<file path="config.mk">
export PLATFORM = sky130hd
export DESIGN_NAME = dsq_channel
export DESIGN_NICKNAME = d
export VERILOG_FILES = /design/src/dsq_pkg.sv /design/src/dsq_channel.sv
export SDC_FILE = /design/constraint.sdc
export NUM_CORES = 2
export LEC_CHECK = 0
export BUFFER_PORTS_ARGS = -buffer_cell sky130_fd_sc_hd__buf_4
export CAP_MARGIN = 5
export CORE_UTILIZATION = 45
export CTS_BUF_LIST = sky130_fd_sc_hd__clkbuf_4 sky130_fd_sc_hd__clkbuf_8
export CTS_CLUSTER_SIZE = 40
export DETAILED_ROUTE_END_ITERATION = 6
export PLACE_DENSITY_LB_ADDON = 0.08
export SLEW_MARGIN = 5
export SYNTH_ARGS = -nofsm -noshare
export SYNTH_HDL_FRONTEND = slang
export SYNTH_SLANG_ARGS = --single-unit
</file>
<file path="constraint.sdc">
create_clock -name clock -period 4.8 [get_ports clock]
set_input_delay 1.44 -clock clock [delete_from_list [all_inputs] [get_ports clock]]
set_output_delay 1.44 -clock clock [all_outputs]
set_load 0.1 [all_outputs]
</file>
<file path="src/dsq_pkg.sv">
// Constants for one scatter-gather DMA channel: register map, descriptor and status layout.
// Assumes an AXI4-Lite register bus and same-clock descriptor, mover and status-write engines.
// Summary of operation
// - Source descriptor: address 63..0, count 87..64, flags 95..88, handle, identifier.
// - Descriptor byte count zero means a transfer of 2^24 bytes.
// - Source flags 7..4 feed AXI read cache; bits 6..4 feed PCIe attributes.
// - Source interrupt flag with packet end raises an event after status write.
// - Source packet-end flag causes completion status when that packet end lands.
// - Flag bit 0 selects AXI (1) or PCIe (0) for source and destination.
// - Packet-end source handle and identifier go into source completion status.
// - Destination descriptor: address, count, flags, handle; top bits and flags 3..2 reserved.
// - Destination flags 7..4 are write attributes, AXI cache or PCIe bits.
// - Destination flag bit 1 drops the element remainder at packet end.
// - Final destination descriptor handle goes into destination completion status.
// - Status elements are 32 or 64 bits, selected by a channel register.
// - Wide status: identifier in 63..48, handle in 47..32.
// - Status bit 31 marks nonzero upper half; zero in narrow status.
// - Status bits 30..4 hold the byte count, saturating at 2^27-1.
// - Status bits: 3 internal, 2 destination, 1 source error, 0 done.
// - Channel merges source and destination lists, splitting at either boundary.
// - The channel has its own queue and control/status register set.
// - A descriptor is fetched only once the limit has moved past it.
// - The element at the limit index is never executed or written.
// - Queue of size N uses indices 0..N-1 and wraps to 0.
// - Element address is base plus index times element size.
package dsq_pkg;
  // Register byte offsets, queue region and field word indices
  localparam logic [11:0] CTRL_OFS = 12'h000;
  localparam logic [11:0] STAT_OFS = 12'h004;
  localparam logic [4:0] QREG_REGION = 5'h02;
  localparam logic [2:0] QF_BASE_LO = 3'h0;
  localparam logic [2:0] QF_BASE_HI = 3'h1;
  localparam logic [2:0] QF_LENGTH = 3'h2;
  localparam logic [2:0] QF_NEXT = 3'h3;
  localparam logic [2:0] QF_LIMIT = 3'h4;
  // Queue numbers
  localparam int Q_SRC = 0;
  localparam int Q_DST = 1;
  localparam int Q_SOURCE_COMPLETION_QUEUE = 2;
  localparam int Q_DEST_COMPLETION_QUEUE = 3;
  // Control bits
  localparam int CTRL_EN = 0;
  localparam int CTRL_WIDE = 1;
  localparam int CTRL_IRQ_PCIE = 2;
  localparam int CTRL_IRQ_AXI = 3;
  // Descriptor fields
  localparam int D_CNT_LSB = 64;
  localparam int D_FLG_LSB = 88;
  localparam int D_HDL_LSB = 96;
  localparam int D_UID_LSB = 112;
  localparam int F_LOC = 0;
  localparam int F_EOP = 1;
  localparam int F_IRQ = 2;
  localparam int F_ATTR_LSB = 4;
  localparam logic [24:0] FULL_CNT = 25'h100_0000;
  localparam logic [26:0] CNT_MAX = 27'h7FF_FFFF;
  // Element sizes as index shifts
  localparam int DESC_SHIFT = 4;
  localparam int STAT_SHIFT_N = 2;
  localparam int STAT_SHIFT_W = 3;
  localparam logic [1:0] RESP_OK = 2'h0;
  localparam logic [1:0] RESP_ERR = 2'h2;
  typedef enum logic [2:0] {
    S_IDLE = 3'b000,
    S_FSRC = 3'b001,
    S_FDST = 3'b010,
    S_MOVE = 3'b011,
    S_SOURCE_COMPLETION_QUEUE = 3'b100,
    S_DEST_COMPLETION_QUEUE = 3'b101
  } dsq_state_e;
endpackage

</file>
<file path="src/dsq_channel.sv">
// One scatter-gather DMA channel: register set, descriptor fetch, transfer split, status write.
// Assumes fetch, mover and status-write engines on the same clock with request/ack handshakes.
module dsq_channel (
  // Clock and reset
  input logic clock,
  input logic rstn,
  // AXI4-Lite register slave
  input logic s_axi_awvalid,
  output logic s_axi_awready,
  input logic [11:0] s_axi_awaddr,
  input logic s_axi_wvalid,
  output logic s_axi_wready,
  input logic [31:0] s_axi_wdata,
  input logic [3:0] s_axi_wstrb,
  output logic s_axi_bvalid,
  input logic s_axi_bready,
  output logic [1:0] s_axi_bresp,
  input logic s_axi_arvalid,
  output logic s_axi_arready,
  input logic [11:0] s_axi_araddr,
  output logic s_axi_rvalid,
  input logic s_axi_rready,
  output logic [31:0] s_axi_rdata,
  output logic [1:0] s_axi_rresp,
  // Descriptor fetch
  output logic fetch_req,
  output logic [63:0] fetch_addr,
  input logic fetch_ack,
  input logic [127:0] fetch_data,
  input logic fetch_err,
  // Data mover
  output logic move_req,
  output logic [63:0] move_src_addr,
  output logic [63:0] move_dst_addr,
  output logic [24:0] move_len,
  output logic move_src_axi,
  output logic move_dst_axi,
  output logic [3:0] manager_read_cache_attr,
  output logic [2:0] move_rd_pcie_attr,
  output logic [3:0] move_wr_cache_attr,
  output logic [2:0] move_wr_pcie_attr,
  input logic move_done,
  input logic move_src_err,
  input logic move_dst_err,
  // Status write
  output logic stat_req,
  output logic [63:0] stat_addr,
  output logic [63:0] stat_data,
  output logic stat_wide,
  input logic stat_ack,
  // Interrupt events
  output logic irq_pcie_event,
  output logic irq_axi_event
);
  logic awready_r, wready_r, bvalid_r, arready_r, rvalid_r;
  logic aw_ok_r, w_ok_r;
  logic [11:0] aw_addr_r;
  logic [31:0] w_data_r, rdata_r;
  logic [3:0] w_strb_r;
  logic [1:0] bresp_r, rresp_r;
  logic [3:0] ctrl_r;
  logic [63:0] qbase_r [4];
  logic [15:0] qlen_r [4];
  logic [15:0] qnext_r [4];
  logic [15:0] qlim_r [4];
  logic [3:0] qadv;
  logic [3:0] qavail;
  logic do_wr, wr_map, rd_map;
  logic [31:0] rd_val;
  dsq_pkg::dsq_state_e state_r;
  logic pend_r;
  logic [63:0] src_addr_r, dst_addr_r;
  logic [24:0] src_rem_r, dst_rem_r;
  logic [7:0] src_flg_r, dst_flg_r;
  logic [15:0] src_hdl_r, src_uid_r, dst_hdl_r;
  logic [26:0] pkt_cnt_r;
  logic [2:0] pkt_err_r;
  logic fetch_req_r, move_req_r, stat_req_r, stat_wide_r;
  logic [63:0] fetch_addr_r, mv_src_r, mv_dst_r, stat_addr_r, stat_data_r;
  logic [24:0] mv_len_r;
  logic mv_src_axi_r, mv_dst_axi_r;
  logic [3:0] rd_cache_r, wr_cache_r;
  logic [2:0] rd_pattr_r, wr_pattr_r;
  logic irq_pcie_r, irq_axi_r;
  logic [24:0] chunk;
  logic [27:0] cnt_sum;
  logic [24:0] dcnt;
  logic [31:0] st_lo;
  logic [31:0] st_hi;
  int st_shift;

  function automatic logic [31:0] merge(input logic [31:0] old, input logic [31:0] nw,
                                        input logic [3:0] strb);
    logic [31:0] res;
    res = old;
    for (int b = 0; b < 4; b++)
    begin
      if (strb[b])
      begin
        res[8*b +: 8] = nw[8*b +: 8];
      end
    end
    return res;
  endfunction

  function automatic logic [63:0] elem_addr(input logic [63:0] base, input logic [15:0] idx,
                                            input int shift);
    elem_addr = base + (64'(idx) << shift);
  endfunction

  // Register bus write side
  assign do_wr = aw_ok_r && w_ok_r && !bvalid_r;
  assign wr_map = (aw_addr_r == dsq_pkg::CTRL_OFS) || (aw_addr_r == dsq_pkg::STAT_OFS) ||
                  ((aw_addr_r[11:7] == dsq_pkg::QREG_REGION) && (aw_addr_r[4:2] <= 3'h4));

  always_ff @(posedge clock or negedge rstn)
  begin
    if (!rstn)
    begin
      awready_r <= 1'b1;
      wready_r <= 1'b1;
      aw_ok_r <= 1'b0;
      w_ok_r <= 1'b0;
      aw_addr_r <= 12'h000;
      w_data_r <= 32'h0000_0000;
      w_strb_r <= 4'h0;
      bvalid_r <= 1'b0;
      bresp_r <= dsq_pkg::RESP_OK;
    end
    else
    begin
      if (s_axi_awvalid && awready_r)
      begin
        aw_ok_r <= 1'b1;
        aw_addr_r <= {s_axi_awaddr[11:2], 2'b00};
        awready_r <= 1'b0;
      end
      if (s_axi_wvalid && wready_r)
      begin
        w_ok_r <= 1'b1;
        w_data_r <= s_axi_wdata;
        w_strb_r <= s_axi_wstrb;
        wready_r <= 1'b0;
      end
      if (do_wr)
      begin
        bvalid_r <= 1'b1;
        bresp_r <= wr_map ? dsq_pkg::RESP_OK : dsq_pkg::RESP_ERR;
      end
      if (bvalid_r && s_axi_bready)
      begin
        bvalid_r <= 1'b0;
        aw_ok_r <= 1'b0;
        w_ok_r <= 1'b0;
        awready_r <= 1'b1;
        wready_r <= 1'b1;
      end
    end
  end

  // Channel control register
  always_ff @(posedge clock or negedge rstn)
  begin
    if (!rstn)
    begin
      ctrl_r <= 4'h0;
    end
    else if (do_wr && aw_addr_r == dsq_pkg::CTRL_OFS)
    begin
      ctrl_r <= 4'(merge({28'h000_0000, ctrl_r}, w_data_r, w_strb_r));
    end
  end

  // Per-queue registers; layout fields lock while enabled
  for (genvar q = 0; q < 4; q++)
  begin : g_q
    logic hit;
    logic [15:0] nxt_inc;
    assign hit = do_wr && aw_addr_r[11:7] == dsq_pkg::QREG_REGION && aw_addr_r[6:5] == 2'(q);
    assign nxt_inc = (qnext_r[q] == qlen_r[q] - 16'h0001) ? 16'h0000
                     : qnext_r[q] + 16'h0001;
    assign qavail[q] = qnext_r[q] != qlim_r[q];
    always_ff @(posedge clock or negedge rstn)
    begin
      if (!rstn)
      begin
        qbase_r[q] <= 64'h0000_0000_0000_0000;
        qlen_r[q] <= 16'h0000;
        qnext_r[q] <= 16'h0000;
        qlim_r[q] <= 16'h0000;
      end
      else
      begin
        if (hit && aw_addr_r[4:2] == dsq_pkg::QF_LIMIT)
        begin
          qlim_r[q] <= 16'(merge({16'h0000, qlim_r[q]}, w_data_r, w_strb_r));
        end
        if (hit && !ctrl_r[dsq_pkg::CTRL_EN])
        begin
          case (aw_addr_r[4:2])
            dsq_pkg::QF_BASE_LO: qbase_r[q][31:0] <= merge(qbase_r[q][31:0], w_data_r, w_strb_r);
            dsq_pkg::QF_BASE_HI: qbase_r[q][63:32] <= merge(qbase_r[q][63:32], w_data_r, w_strb_r);
            dsq_pkg::QF_LENGTH: qlen_r[q] <= 16'(merge({16'h0000, qlen_r[q]}, w_data_r, w_strb_r));
            dsq_pkg::QF_NEXT: qnext_r[q] <= 16'(merge({16'h0000, qnext_r[q]}, w_data_r, w_strb_r));
            default: ;
          endcase
        end
        else if (qadv[q])
        begin
          qnext_r[q] <= nxt_inc;
        end
      end
    end
  end

  // Register bus read side
  always_comb
  begin
    rd_val = 32'h0000_0000;
    rd_map = 1'b1;
    if (s_axi_araddr[11:2] == dsq_pkg::CTRL_OFS[11:2])
    begin
      rd_val = {28'h000_0000, ctrl_r};
    end
    else if (s_axi_araddr[11:2] == dsq_pkg::STAT_OFS[11:2])
    begin
      rd_val = {28'h000_0000, state_r,
                ctrl_r[dsq_pkg::CTRL_EN] || state_r != dsq_pkg::S_IDLE};
    end
    else if (s_axi_araddr[11:7] == dsq_pkg::QREG_REGION)
    begin
      case (s_axi_araddr[4:2])
        dsq_pkg::QF_BASE_LO: rd_val = qbase_r[s_axi_araddr[6:5]][31:0];
        dsq_pkg::QF_BASE_HI: rd_val = qbase_r[s_axi_araddr[6:5]][63:32];
        dsq_pkg::QF_LENGTH: rd_val = {16'h0000, qlen_r[s_axi_araddr[6:5]]};
        dsq_pkg::QF_NEXT: rd_val = {16'h0000, qnext_r[s_axi_araddr[6:5]]};
        dsq_pkg::QF_LIMIT: rd_val = {16'h0000, qlim_r[s_axi_araddr[6:5]]};
        default: rd_map = 1'b0;
      endcase
    end
    else
    begin
      rd_map = 1'b0;
    end
  end

  always_ff @(posedge clock or negedge rstn)
  begin
    if (!rstn)
    begin
      arready_r <= 1'b1;
      rvalid_r <= 1'b0;
      rdata_r <= 32'h0000_0000;
      rresp_r <= dsq_pkg::RESP_OK;
    end
    else if (s_axi_arvalid && arready_r)
    begin
      arready_r <= 1'b0;
      rvalid_r <= 1'b1;
      rdata_r <= rd_val;
      rresp_r <= rd_map ? dsq_pkg::RESP_OK : dsq_pkg::RESP_ERR;
    end
    else if (rvalid_r && s_axi_rready)
    begin
      rvalid_r <= 1'b0;
      arready_r <= 1'b1;
    end
  end

  // Engine helpers
  assign chunk = (src_rem_r < dst_rem_r) ? src_rem_r : dst_rem_r;
  assign cnt_sum = {1'b0, pkt_cnt_r} + 28'(mv_len_r);
  assign dcnt = (fetch_data[87:64] == 24'h00_0000) ? dsq_pkg::FULL_CNT
                : {1'b0, fetch_data[87:64]};
  assign st_hi = {src_uid_r,
                  (state_r == dsq_pkg::S_DEST_COMPLETION_QUEUE) ? dst_hdl_r : src_hdl_r};
  assign st_lo = {ctrl_r[dsq_pkg::CTRL_WIDE] && st_hi != 32'h0000_0000, pkt_cnt_r,
                  pkt_err_r, 1'b1};
  assign qadv[dsq_pkg::Q_SRC] = state_r == dsq_pkg::S_FSRC && fetch_ack;
  assign qadv[dsq_pkg::Q_DST] = state_r == dsq_pkg::S_FDST && fetch_ack;
  assign qadv[dsq_pkg::Q_SOURCE_COMPLETION_QUEUE] = state_r == dsq_pkg::S_SOURCE_COMPLETION_QUEUE && stat_ack;
  assign qadv[dsq_pkg::Q_DEST_COMPLETION_QUEUE] = state_r == dsq_pkg::S_DEST_COMPLETION_QUEUE && stat_ack;
  assign st_shift = ctrl_r[dsq_pkg::CTRL_WIDE] ? dsq_pkg::STAT_SHIFT_W : dsq_pkg::STAT_SHIFT_N;

  // Channel sequencer
  always_ff @(posedge clock or negedge rstn)
  begin
    if (!rstn)
    begin
      state_r <= dsq_pkg::S_IDLE;
      pend_r <= 1'b0;
      src_addr_r <= 64'h0000_0000_0000_0000;
      dst_addr_r <= 64'h0000_0000_0000_0000;
      src_rem_r <= 25'h000_0000;
      dst_rem_r <= 25'h000_0000;
      src_flg_r <= 8'h00;
      dst_flg_r <= 8'h00;
      src_hdl_r <= 16'h0000;
      src_uid_r <= 16'h0000;
      dst_hdl_r <= 16'h0000;
      pkt_cnt_r <= 27'h000_0000;
      pkt_err_r <= 3'h0;
      fetch_req_r <= 1'b0;
      fetch_addr_r <= 64'h0000_0000_0000_0000;
      move_req_r <= 1'b0;
      mv_src_r <= 64'h0000_0000_0000_0000;
      mv_dst_r <= 64'h0000_0000_0000_0000;
      mv_len_r <= 25'h000_0000;
      mv_src_axi_r <= 1'b0;
      mv_dst_axi_r <= 1'b0;
      rd_cache_r <= 4'h0;
      wr_cache_r <= 4'h0;
      rd_pattr_r <= 3'h0;
      wr_pattr_r <= 3'h0;
      stat_req_r <= 1'b0;
      stat_addr_r <= 64'h0000_0000_0000_0000;
      stat_data_r <= 64'h0000_0000_0000_0000;
      stat_wide_r <= 1'b0;
      irq_pcie_r <= 1'b0;
      irq_axi_r <= 1'b0;
    end
    else
    begin
      irq_pcie_r <= 1'b0;
      irq_axi_r <= 1'b0;
      case (state_r)
        dsq_pkg::S_IDLE:
        begin
          if (ctrl_r[dsq_pkg::CTRL_EN])
          begin
            if (src_rem_r == 25'h000_0000 && qavail[dsq_pkg::Q_SRC])
            begin
              state_r <= dsq_pkg::S_FSRC;
              fetch_req_r <= 1'b1;
              fetch_addr_r <= elem_addr(qbase_r[dsq_pkg::Q_SRC], qnext_r[dsq_pkg::Q_SRC],
                                        dsq_pkg::DESC_SHIFT);
            end
            else if (dst_rem_r == 25'h000_0000 && qavail[dsq_pkg::Q_DST])
            begin
              state_r <= dsq_pkg::S_FDST;
              fetch_req_r <= 1'b1;
              fetch_addr_r <= elem_addr(qbase_r[dsq_pkg::Q_DST], qnext_r[dsq_pkg::Q_DST],
                                        dsq_pkg::DESC_SHIFT);
            end
            else if (src_rem_r != 25'h000_0000 && dst_rem_r != 25'h000_0000)
            begin
              state_r <= dsq_pkg::S_MOVE;
              move_req_r <= 1'b1;
              mv_src_r <= src_addr_r;
              mv_dst_r <= dst_addr_r;
              mv_len_r <= chunk;
              mv_src_axi_r <= src_flg_r[dsq_pkg::F_LOC];
              mv_dst_axi_r <= dst_flg_r[dsq_pkg::F_LOC];
              rd_cache_r <= src_flg_r[dsq_pkg::F_LOC] ? src_flg_r[7:4] : 4'h0;
              rd_pattr_r <= src_flg_r[dsq_pkg::F_LOC] ? 3'h0 : src_flg_r[6:4];
              wr_cache_r <= dst_flg_r[dsq_pkg::F_LOC] ? dst_flg_r[7:4] : 4'h0;
              wr_pattr_r <= dst_flg_r[dsq_pkg::F_LOC] ? 3'h0 : dst_flg_r[6:4];
            end
          end
        end
        dsq_pkg::S_FSRC:
        begin
          if (fetch_ack)
          begin
            fetch_req_r <= 1'b0;
            state_r <= dsq_pkg::S_IDLE;
            src_addr_r <= fetch_data[63:0];
            src_rem_r <= dcnt;
            src_flg_r <= fetch_data[dsq_pkg::D_FLG_LSB +: 8];
            src_hdl_r <= fetch_data[dsq_pkg::D_HDL_LSB +: 16];
            src_uid_r <= fetch_data[dsq_pkg::D_UID_LSB +: 16];
            if (fetch_err)
            begin
              pkt_err_r[2] <= 1'b1;
            end
          end
        end
        dsq_pkg::S_FDST:
        begin
          if (fetch_ack)
          begin
            fetch_req_r <= 1'b0;
            state_r <= dsq_pkg::S_IDLE;
            dst_addr_r <= fetch_data[63:0];
            dst_rem_r <= dcnt;
            dst_flg_r <= {fetch_data[95:92], 2'b00, fetch_data[89:88]};
            dst_hdl_r <= fetch_data[dsq_pkg::D_HDL_LSB +: 16];
            if (fetch_err)
            begin
              pkt_err_r[2] <= 1'b1;
            end
          end
        end
        dsq_pkg::S_MOVE:
        begin
          if (move_done)
          begin
            move_req_r <= 1'b0;
            src_rem_r <= src_rem_r - mv_len_r;
            dst_rem_r <= dst_rem_r - mv_len_r;
            src_addr_r <= src_addr_r + 64'(mv_len_r);
            dst_addr_r <= dst_addr_r + 64'(mv_len_r);
            pkt_cnt_r <= cnt_sum[27] ? dsq_pkg::CNT_MAX : cnt_sum[26:0];
            pkt_err_r[1:0] <= pkt_err_r[1:0] | {move_dst_err, move_src_err};
            if (src_rem_r == mv_len_r && src_flg_r[dsq_pkg::F_EOP])
            begin
              state_r <= dsq_pkg::S_SOURCE_COMPLETION_QUEUE;
            end
            else
            begin
              state_r <= dsq_pkg::S_IDLE;
            end
          end
        end
        dsq_pkg::S_SOURCE_COMPLETION_QUEUE, dsq_pkg::S_DEST_COMPLETION_QUEUE:
        begin
          if (!pend_r && qavail[(state_r == dsq_pkg::S_SOURCE_COMPLETION_QUEUE) ? dsq_pkg::Q_SOURCE_COMPLETION_QUEUE
                                : dsq_pkg::Q_DEST_COMPLETION_QUEUE])
          begin
            pend_r <= 1'b1;
            stat_req_r <= 1'b1;
            stat_wide_r <= ctrl_r[dsq_pkg::CTRL_WIDE];
            stat_data_r <= {ctrl_r[dsq_pkg::CTRL_WIDE] ? st_hi : 32'h0000_0000, st_lo};
            stat_addr_r <= (state_r == dsq_pkg::S_SOURCE_COMPLETION_QUEUE)
              ? elem_addr(qbase_r[dsq_pkg::Q_SOURCE_COMPLETION_QUEUE], qnext_r[dsq_pkg::Q_SOURCE_COMPLETION_QUEUE], st_shift)
              : elem_addr(qbase_r[dsq_pkg::Q_DEST_COMPLETION_QUEUE], qnext_r[dsq_pkg::Q_DEST_COMPLETION_QUEUE], st_shift);
          end
          else if (pend_r && stat_ack)
          begin
            pend_r <= 1'b0;
            stat_req_r <= 1'b0;
            if (state_r == dsq_pkg::S_SOURCE_COMPLETION_QUEUE)
            begin
              state_r <= dsq_pkg::S_DEST_COMPLETION_QUEUE;
            end
            else
            begin
              state_r <= dsq_pkg::S_IDLE;
              pkt_cnt_r <= 27'h000_0000;
              pkt_err_r <= 3'h0;
              irq_pcie_r <= src_flg_r[dsq_pkg::F_IRQ] && ctrl_r[dsq_pkg::CTRL_IRQ_PCIE];
              irq_axi_r <= src_flg_r[dsq_pkg::F_IRQ] && ctrl_r[dsq_pkg::CTRL_IRQ_AXI];
              if (dst_flg_r[dsq_pkg::F_EOP])
              begin
                dst_rem_r <= 25'h000_0000;
              end
            end
          end
        end
        default:
        begin
          state_r <= dsq_pkg::S_IDLE;
        end
      endcase
    end
  end

  // Outputs
  assign s_axi_awready = awready_r;
  assign s_axi_wready = wready_r;
  assign s_axi_bvalid = bvalid_r;
  assign s_axi_bresp = bresp_r;
  assign s_axi_arready = arready_r;
  assign s_axi_rvalid = rvalid_r;
  assign s_axi_rdata = rdata_r;
  assign s_axi_rresp = rresp_r;
  assign fetch_req = fetch_req_r;
  assign fetch_addr = fetch_addr_r;
  assign move_req = move_req_r;
  assign move_src_addr = mv_src_r;
  assign move_dst_addr = mv_dst_r;
  assign move_len = mv_len_r;
  assign move_src_axi = mv_src_axi_r;
  assign move_dst_axi = mv_dst_axi_r;
  assign manager_read_cache_attr = rd_cache_r;
  assign move_rd_pcie_attr = rd_pattr_r;
  assign move_wr_cache_attr = wr_cache_r;
  assign move_wr_pcie_attr = wr_pattr_r;
  assign stat_req = stat_req_r;
  assign stat_addr = stat_addr_r;
  assign stat_data = stat_data_r;
  assign stat_wide = stat_wide_r;
  assign irq_pcie_event = irq_pcie_r;
  assign irq_axi_event = irq_axi_r;
endmodule

</file>
# Yosys cells after proc, flatten, opt, wreduce, memory -nomap -nowiden
# Cells that the tools add are included.
word_totals:
  latchBits: 0
  memories: 0
  rom_bits: 0
  regBits: 1181
  in_bits: 201
  elab_cells: 456
  output_inout_bits: 408
  ram_bits: 0
classes:
  n_eq_ne: 56
  n_mux: 127
  n_reduce_logical: 145
  shift: 2
  order_cmp: 4
  bitwise_logic: 4
  addsub: 17
  div_mod_pow: 0
  multipliers: 0
ops:
  columns: ["cell", "n"]
  rows:
  - ["$mux 64", 8]
  - ["$mux 16", 20]
  - ["$pmux 64 s2", 2]
  - ["$mux 25", 9]
  - ["$pmux 32 s5", 1]
  - ["$reduce_and 3->1", 51]
  - ["$mux 27", 5]
  - ["$add 64x20->64", 2]
  - ["$add 64x25->64", 2]
  - ["$add 64x64->64", 2]
  - ["$bmux 64 s2", 1]
  - ["$mux 32", 4]
  - ["$shl 16x2->64", 2]
  - ["$bmux 16 s2", 3]
  - ["$pmux 25 s3", 1]
  - ["$add 16x1->16 const B", 4]
  - ["$eq 16x16->1", 4]
  - ["$ne 16x16->1", 4]
  - ["$sub 16x1->16 const B", 4]
  - ["$pmux 27 s2", 1]
  - ["$logic_not 25->1", 2]
  - ["$pmux 25 s2", 1]
  - ["$reduce_bool 25->1", 2]
  - ["$sub 25x25->25", 2]
  - ["47 further kinds", 218]

# Depth between registers and ports, before layout
depth:
  ltp_word: 8
  mapped_depth: 16
  mapped_depth_nobuf: 14

# Least setup slack after synthesis
# No wires, ideal clock.
synth_timing:
  path_type: "register to register"
  from: "reg mv_len_r[1], in the netlist move_len[1]"
  to: "reg src_addr_r[50]"
  setup_slack_ns: 0.659
  stages_incl_launch_ff: 13
  t_arrival_ns: 4.019
  t_required_ns: 4.679
  period_less_slack_ns: 4.141
  cell_sequence: "dfrtp_1 -> inv_1 -> fa_1 -> nor2b_1 -> o21ai_0 -> a21boi_0 -> o211ai_1 -> nand4_1 -> nand3_1 -> o31a_1 -> nor3_1 -> a41oi_1 -> o22a_1"
synth_between:
  elab_chain_cells: 3
synth_rtl:
  columns: ["element", "line_no", "text"]
  rows:
  - ["from (decl)", "dsq_channel.sv:80", "logic [24:0] mv_len_r;"]
  - ["from (signal assigned)", "dsq_channel.sv:351", "mv_len_r <= chunk;"]
  - ["$add 64x25->64", "dsq_channel.sv:401", "src_addr_r <= src_addr_r + 64'(mv_len_r);"]
  - ["$mux 64", "dsq_channel.sv:396", "if (move_done)"]
  - ["$pmux 64 s2", "dsq_channel.sv:326", "case (state_r)"]
  - ["to (signal assigned)", "dsq_channel.sv:367", "src_addr_r <= fetch_data[63:0];"]
  - ["to (signal assigned)", "dsq_channel.sv:401", null]
  - ["to (decl)", "dsq_channel.sv:72", "logic [63:0] src_addr_r, dst_addr_r;"]
# No other way between the ends. The select of a mux whose other input is x is not followed.
# A chain may end at the register's enable or synchronous reset.

# Final worst setup path
layout_timing:
  from: "reg ctrl_r[1]"
  to: "reg stat_addr_r[48], in the netlist stat_addr[48]"
layout_between:
  elab_chain_cells: 4
  word_cells_on_any_way: 6
  cone_classes: "2 x add/sub; 2 x shift; 2 x mux"
layout_rtl:
  columns: ["element", "line_no", "text"]
  rows:
  - ["from (decl)", "dsq_channel.sv:61", "logic [3:0] ctrl_r;"]
  - ["from (signal assigned)", "dsq_channel.sv:170", "ctrl_r <= 4'(merge({28'h000_0000, ctrl_r}, w_data_r, w_strb_r));"]
  - ["$mux 1 (*)", "dsq_channel.sv:283", "assign st_shift = ctrl_r[dsq_pkg::CTRL_WIDE] ? dsq_pkg::STAT_SHIFT_W : dsq_pkg::STAT_SHIFT_N;"]
  - ["$shl 16x2->64", "dsq_channel.sv:108", "elem_addr = base + (64'(idx) << shift);"]
  - ["$add 64x64->64", "dsq_channel.sv:108", null]
  - ["$mux 64 (*)", "dsq_channel.sv:425", "? elem_addr(qbase_r[dsq_pkg::Q_SOURCE_COMPLETION_QUEUE], qnext_r[dsq_pkg::Q_SOURCE_COMPLETION_QUEUE], st_shift ..."]
  - ["to (signal assigned)", "dsq_channel.sv:424", "stat_addr_r <= (state_r == dsq_pkg::S_SOURCE_COMPLETION_QUEUE)"]
  - ["to (decl)", "dsq_channel.sv:79", "logic [63:0] fetch_addr_r, mv_src_r, mv_dst_r, stat_addr_r, stat_data_r;"]
# Every way passes the cells marked *; elsewhere a longest branch is shown, timed or not.

==> flow_summary_export.csv <==
group,metric,value,unit
clocking,clock_latency,1.00,ns
logic_synthesis,netlist_area,0.0703,mm^2
worst_setup_path,r2r-end,"stat_addr[48]$_DFFE_PN0P_",
clocking,clk_pin_slew_worst_paths,0.07,ns
worst_setup_path,rrSetupSlack,0.53,ns
job,drv_cap,0,
worst_setup_path,cp_data_required_time,5.63,ns
logic_synthesis,synth.distinct_cells,93,
global_route,grt_pass1_wl,407000,um
die,core_area,0.155,mm^2
worst_setup_path,cp.arrival,5.10,ns
die,rows,144,
logic_synthesis,synth_compound_area_frac,0.147,
worst_setup_path,slowest_stage,"o2111ai_1",
timing,setup_viol,0,
clocking,hold_buffers,0,
timing,slew_headroom,0.129,
power,p_leak,39.2,nW
clocking,cts-root-buf,"clkbuf_8",
finish,stdcell_area,0.0825,mm^2
worst_setup_path,cp_max_fo,32,
global_route,grt_pass1_vias,59800,
logic_synthesis,syn_area_per_cell,9.40,um^2
logic_synthesis,synth_edf_count,0,
placement,gp_congestion,0.999,
worst_setup_path,critPathCapture,"stat_addr[48]$_DFFE_PN0P_",
worst_setup_path,path_cells,"mux2_2, fa_1, a21o_1, a21oi_1, o21a_1, o21ai_0, nand3_1, a31oi_1, o2111ai_1, nor3_1, xor2_1, a221o_1",
timing,post-route-min-period,4.27,ns
placement,place_area,0.0775,mm^2
timing,hold_viol,0,
worst_setup_path,rr_worst_depth,12,
detailed_routing,finalWirelength,279000,um
worst_hold_path,hold_path_class,"in2async",
power,power_density,504,mW/mm^2
finish,area_growth,17.3,%
clocking,cts_buffers,209,
detailed_routing,dr.pass1.iters,6,
logic_synthesis,synth_top_family_by_area,"simple AND/OR/NAND/NOR gates",
global_route,grt_usage,0.348,
logic_synthesis,yosysTopAreaCell,"dfrtp_1",
die,dieArea,0.158,mm^2
logic_synthesis,yosys.area_share.simple,0.180,
finish,layout-drive-gt1-share,0.229,
logic_synthesis,synth_xor_area_frac,0.0553,
clocking,clock_path_buffers,3,
die,die_h,397,um
global_route,antenna_found_initial,22,
finish,largest_reg_flops,256,
logic_synthesis,yosysSeqAreaShare,0.419,
logic_synthesis,synthArstFlopShare,1.00,
clocking,tritoncts,"yes",
logic_synthesis,synth_common_cells,"1303 x nand2_1, 1175 x dfrtp_1, 478 x mux2_2",
finish,top_register,"qbase_r",
logic_synthesis,ys_warn_count,0,
detailed_routing,drc,0,
timing,setup_tns,0,ns
detailed_routing,vias_per_cell,6.12,
global_route,grt_max_degree,200,
worst_setup_path,slowest_delay,0.79,ns
clocking,clkSinkCount,1178,
worst_setup_path,setup.worst_path.class,"reg2reg",
power,irDropWorstVdd,358,uV
detailed_routing,wire_per_inst,27.2,um
finish,nNetsFinal,8481,
logic_synthesis,synthFlopType,"dfrtp_1",
worst_setup_path,rr_startpoint,"ctrl_r[1]$_DFFE_PN0P_",
logic_synthesis,postSynthCellCount,7475,
detailed_routing,drt-initial-drc-count,6468,
logic_synthesis,ys_ff_latch,1178,
logic_synthesis,synth.area.top_cells,"dfrtp_1 42%, mux2_2 7.7%, nand2_1 7.0%",
placement,portBuffers,601,
die,die_x,397,um
clocking,htree_levels,4,
outcome,status,"complete, no violations",
die,initial_utilization,0.455,
timing,skew,0.0746,ns
timing,min_period_over_period,0.889,
worst_setup_path,end_kind,"flop",
detailed_routing,vias,62900,
logic_synthesis,synth_top_area_frac,0.418,
timing,fmax,234,MHz
detailed_routing,ant_nets,0,
logic_synthesis,synth_adder_area_share,0.0424,
logic_synthesis,synth.most_common_cell,"nand2_1",
worst_setup_path,setup.worst_path.start,"ctrl_r[1]$_DFFE_PN0P_",
global_route,grt.overflow.total,0,
timing,worstMarginPinSlew,1.30,ns
placement,dp_hpwl,207000,um
worst_setup_path,startpoint_type,"flop",
logic_synthesis,synth.area.mux_share,0.123,
clocking,cts_resized,0,
clocking,cts_setup_buffers,0,
timing,slew_viol_final,0,
timing,rsz0062_at_grt,"no",
die,io_pins,609,
[routing by layer]
metal,track usage,share of wire,vias up
met5,0,0.00038,-
met4,0.160,0.048,16
met3,0.0772,0.094,574
met2,0.517,0.44,2928
met1,0.482,0.42,31300
li1,-,-,28100
[power by group]
group	internal [W]	switching, W
Combinational	0.00539	0.0107
Clock	0.00614	0.00470
Sequential	0.0117	0.00295
Total	0.0232	0.0183
[cells by family after synthesis]
group,Yosys count
buffers and inverters,616
xor gates and xnor gates,444
adders and majority gates,233
DFF,1178
other,1
and+or+nand+nor,2764
muxes,642
AOI/OAI and AO/OA,1597
[worst max-delay path, delay by kind of cell (launching register included)]
| kind | cells | cell delay [ns] |
|---|---|---|
| AO/OA/AOI/OAI | 7 | 2.06 |
| flip-flops | 1 | 0.71 |
| multiplexers | 1 | 0.43 |
| adder cells (fa/ha/maj) | 1 | 0.43 |
| AND/OR/NAND/NOR | 2 | 0.31 |
| XOR/XNOR | 1 | 0.18 |
[through the flow]
| step | hold WS, ns | util | setup WS (ns) | cells | power, W |
|---|---|---|---|---|---|
| 6_report | 0.413 | 0.533 | 0.532 | 10300 | 0.0415 |
| 5_1_grt | 0.416 | 0.533 | 0.294 | 10300 | 0.0436 |
| 4_1_cts | 0.407 | 0.533 | 0.340 | 10300 | 0.0414 |
| 3_5_place_dp | 0.457 | 0.502 | 0.367 | 9881 | 0.0305 |
| 3_3_place_gp | 0.454 | 0.502 | 0.372 | 9881 | 0.0303 |
| 2_1_floorplan | 0.440 | - | 0.659 | 7476 | 0.0249 |
[cell type report]
| type | instances | area (um^2) |
|---|---|---|
| clock inverter | 67 | 744 |
| antenna | 10 | 25.0 |
| clock buffer | 317 | 4130 |
| inverter | 179 | 672 |
| sequential | 1178 | 29500 |
| tap | 2044 | 2560 |
| multi-input combinational | 5682 | 38600 |
| timing repair buffer | 799 | 6260 |
| fill | 14300 | 72100 |
[layout by cell type, fill, tap and decap left out, drive strengths merged, types with 110 or more instances in the layout]
| cell type | instances |
|---|---|
| a21o | 118 |
| a21oi | 426 |
| and3 | 140 |
| buf | 799 |
| clkbuf | 317 |
| dfrtp | 1175 |
| ha | 222 |
| inv | 189 |
| mux2 | 478 |
| mux4 | 127 |
| nand2 | 1303 |
| nand3 | 229 |
| nand4 | 110 |
| nor2 | 463 |
| nor3 | 154 |
| o21ai | 380 |
| xnor2 | 252 |
| xor2 | 192 |
[how the worst min path moves through the flow]
stage / startpoint / to / cells past startpoint
2_1_floorplan: pkt_err_r[0]$_DFFE_PN0P_ / stat_data[1]$_DFFE_PN0P_ / 2
6_report: rstn / move_dst_addr[4]$_DFFE_PN0P_ / 1
4_1_cts: rstn / move_dst_addr[4]$_DFFE_PN0P_ / 1
3_3_place_gp: move_wr_pcie_attr[1]$_DFFE_PN0P_ / move_wr_pcie_attr[1]$_DFFE_PN0P_ / 2
5_1_grt: rstn / move_dst_addr[4]$_DFFE_PN0P_ / 1
3_5_place_dp: stat_data[33]$_DFFE_PN0P_ / stat_data[33]$_DFFE_PN0P_ / 2
No activity file was read; power rests on OpenSTA's default activity.
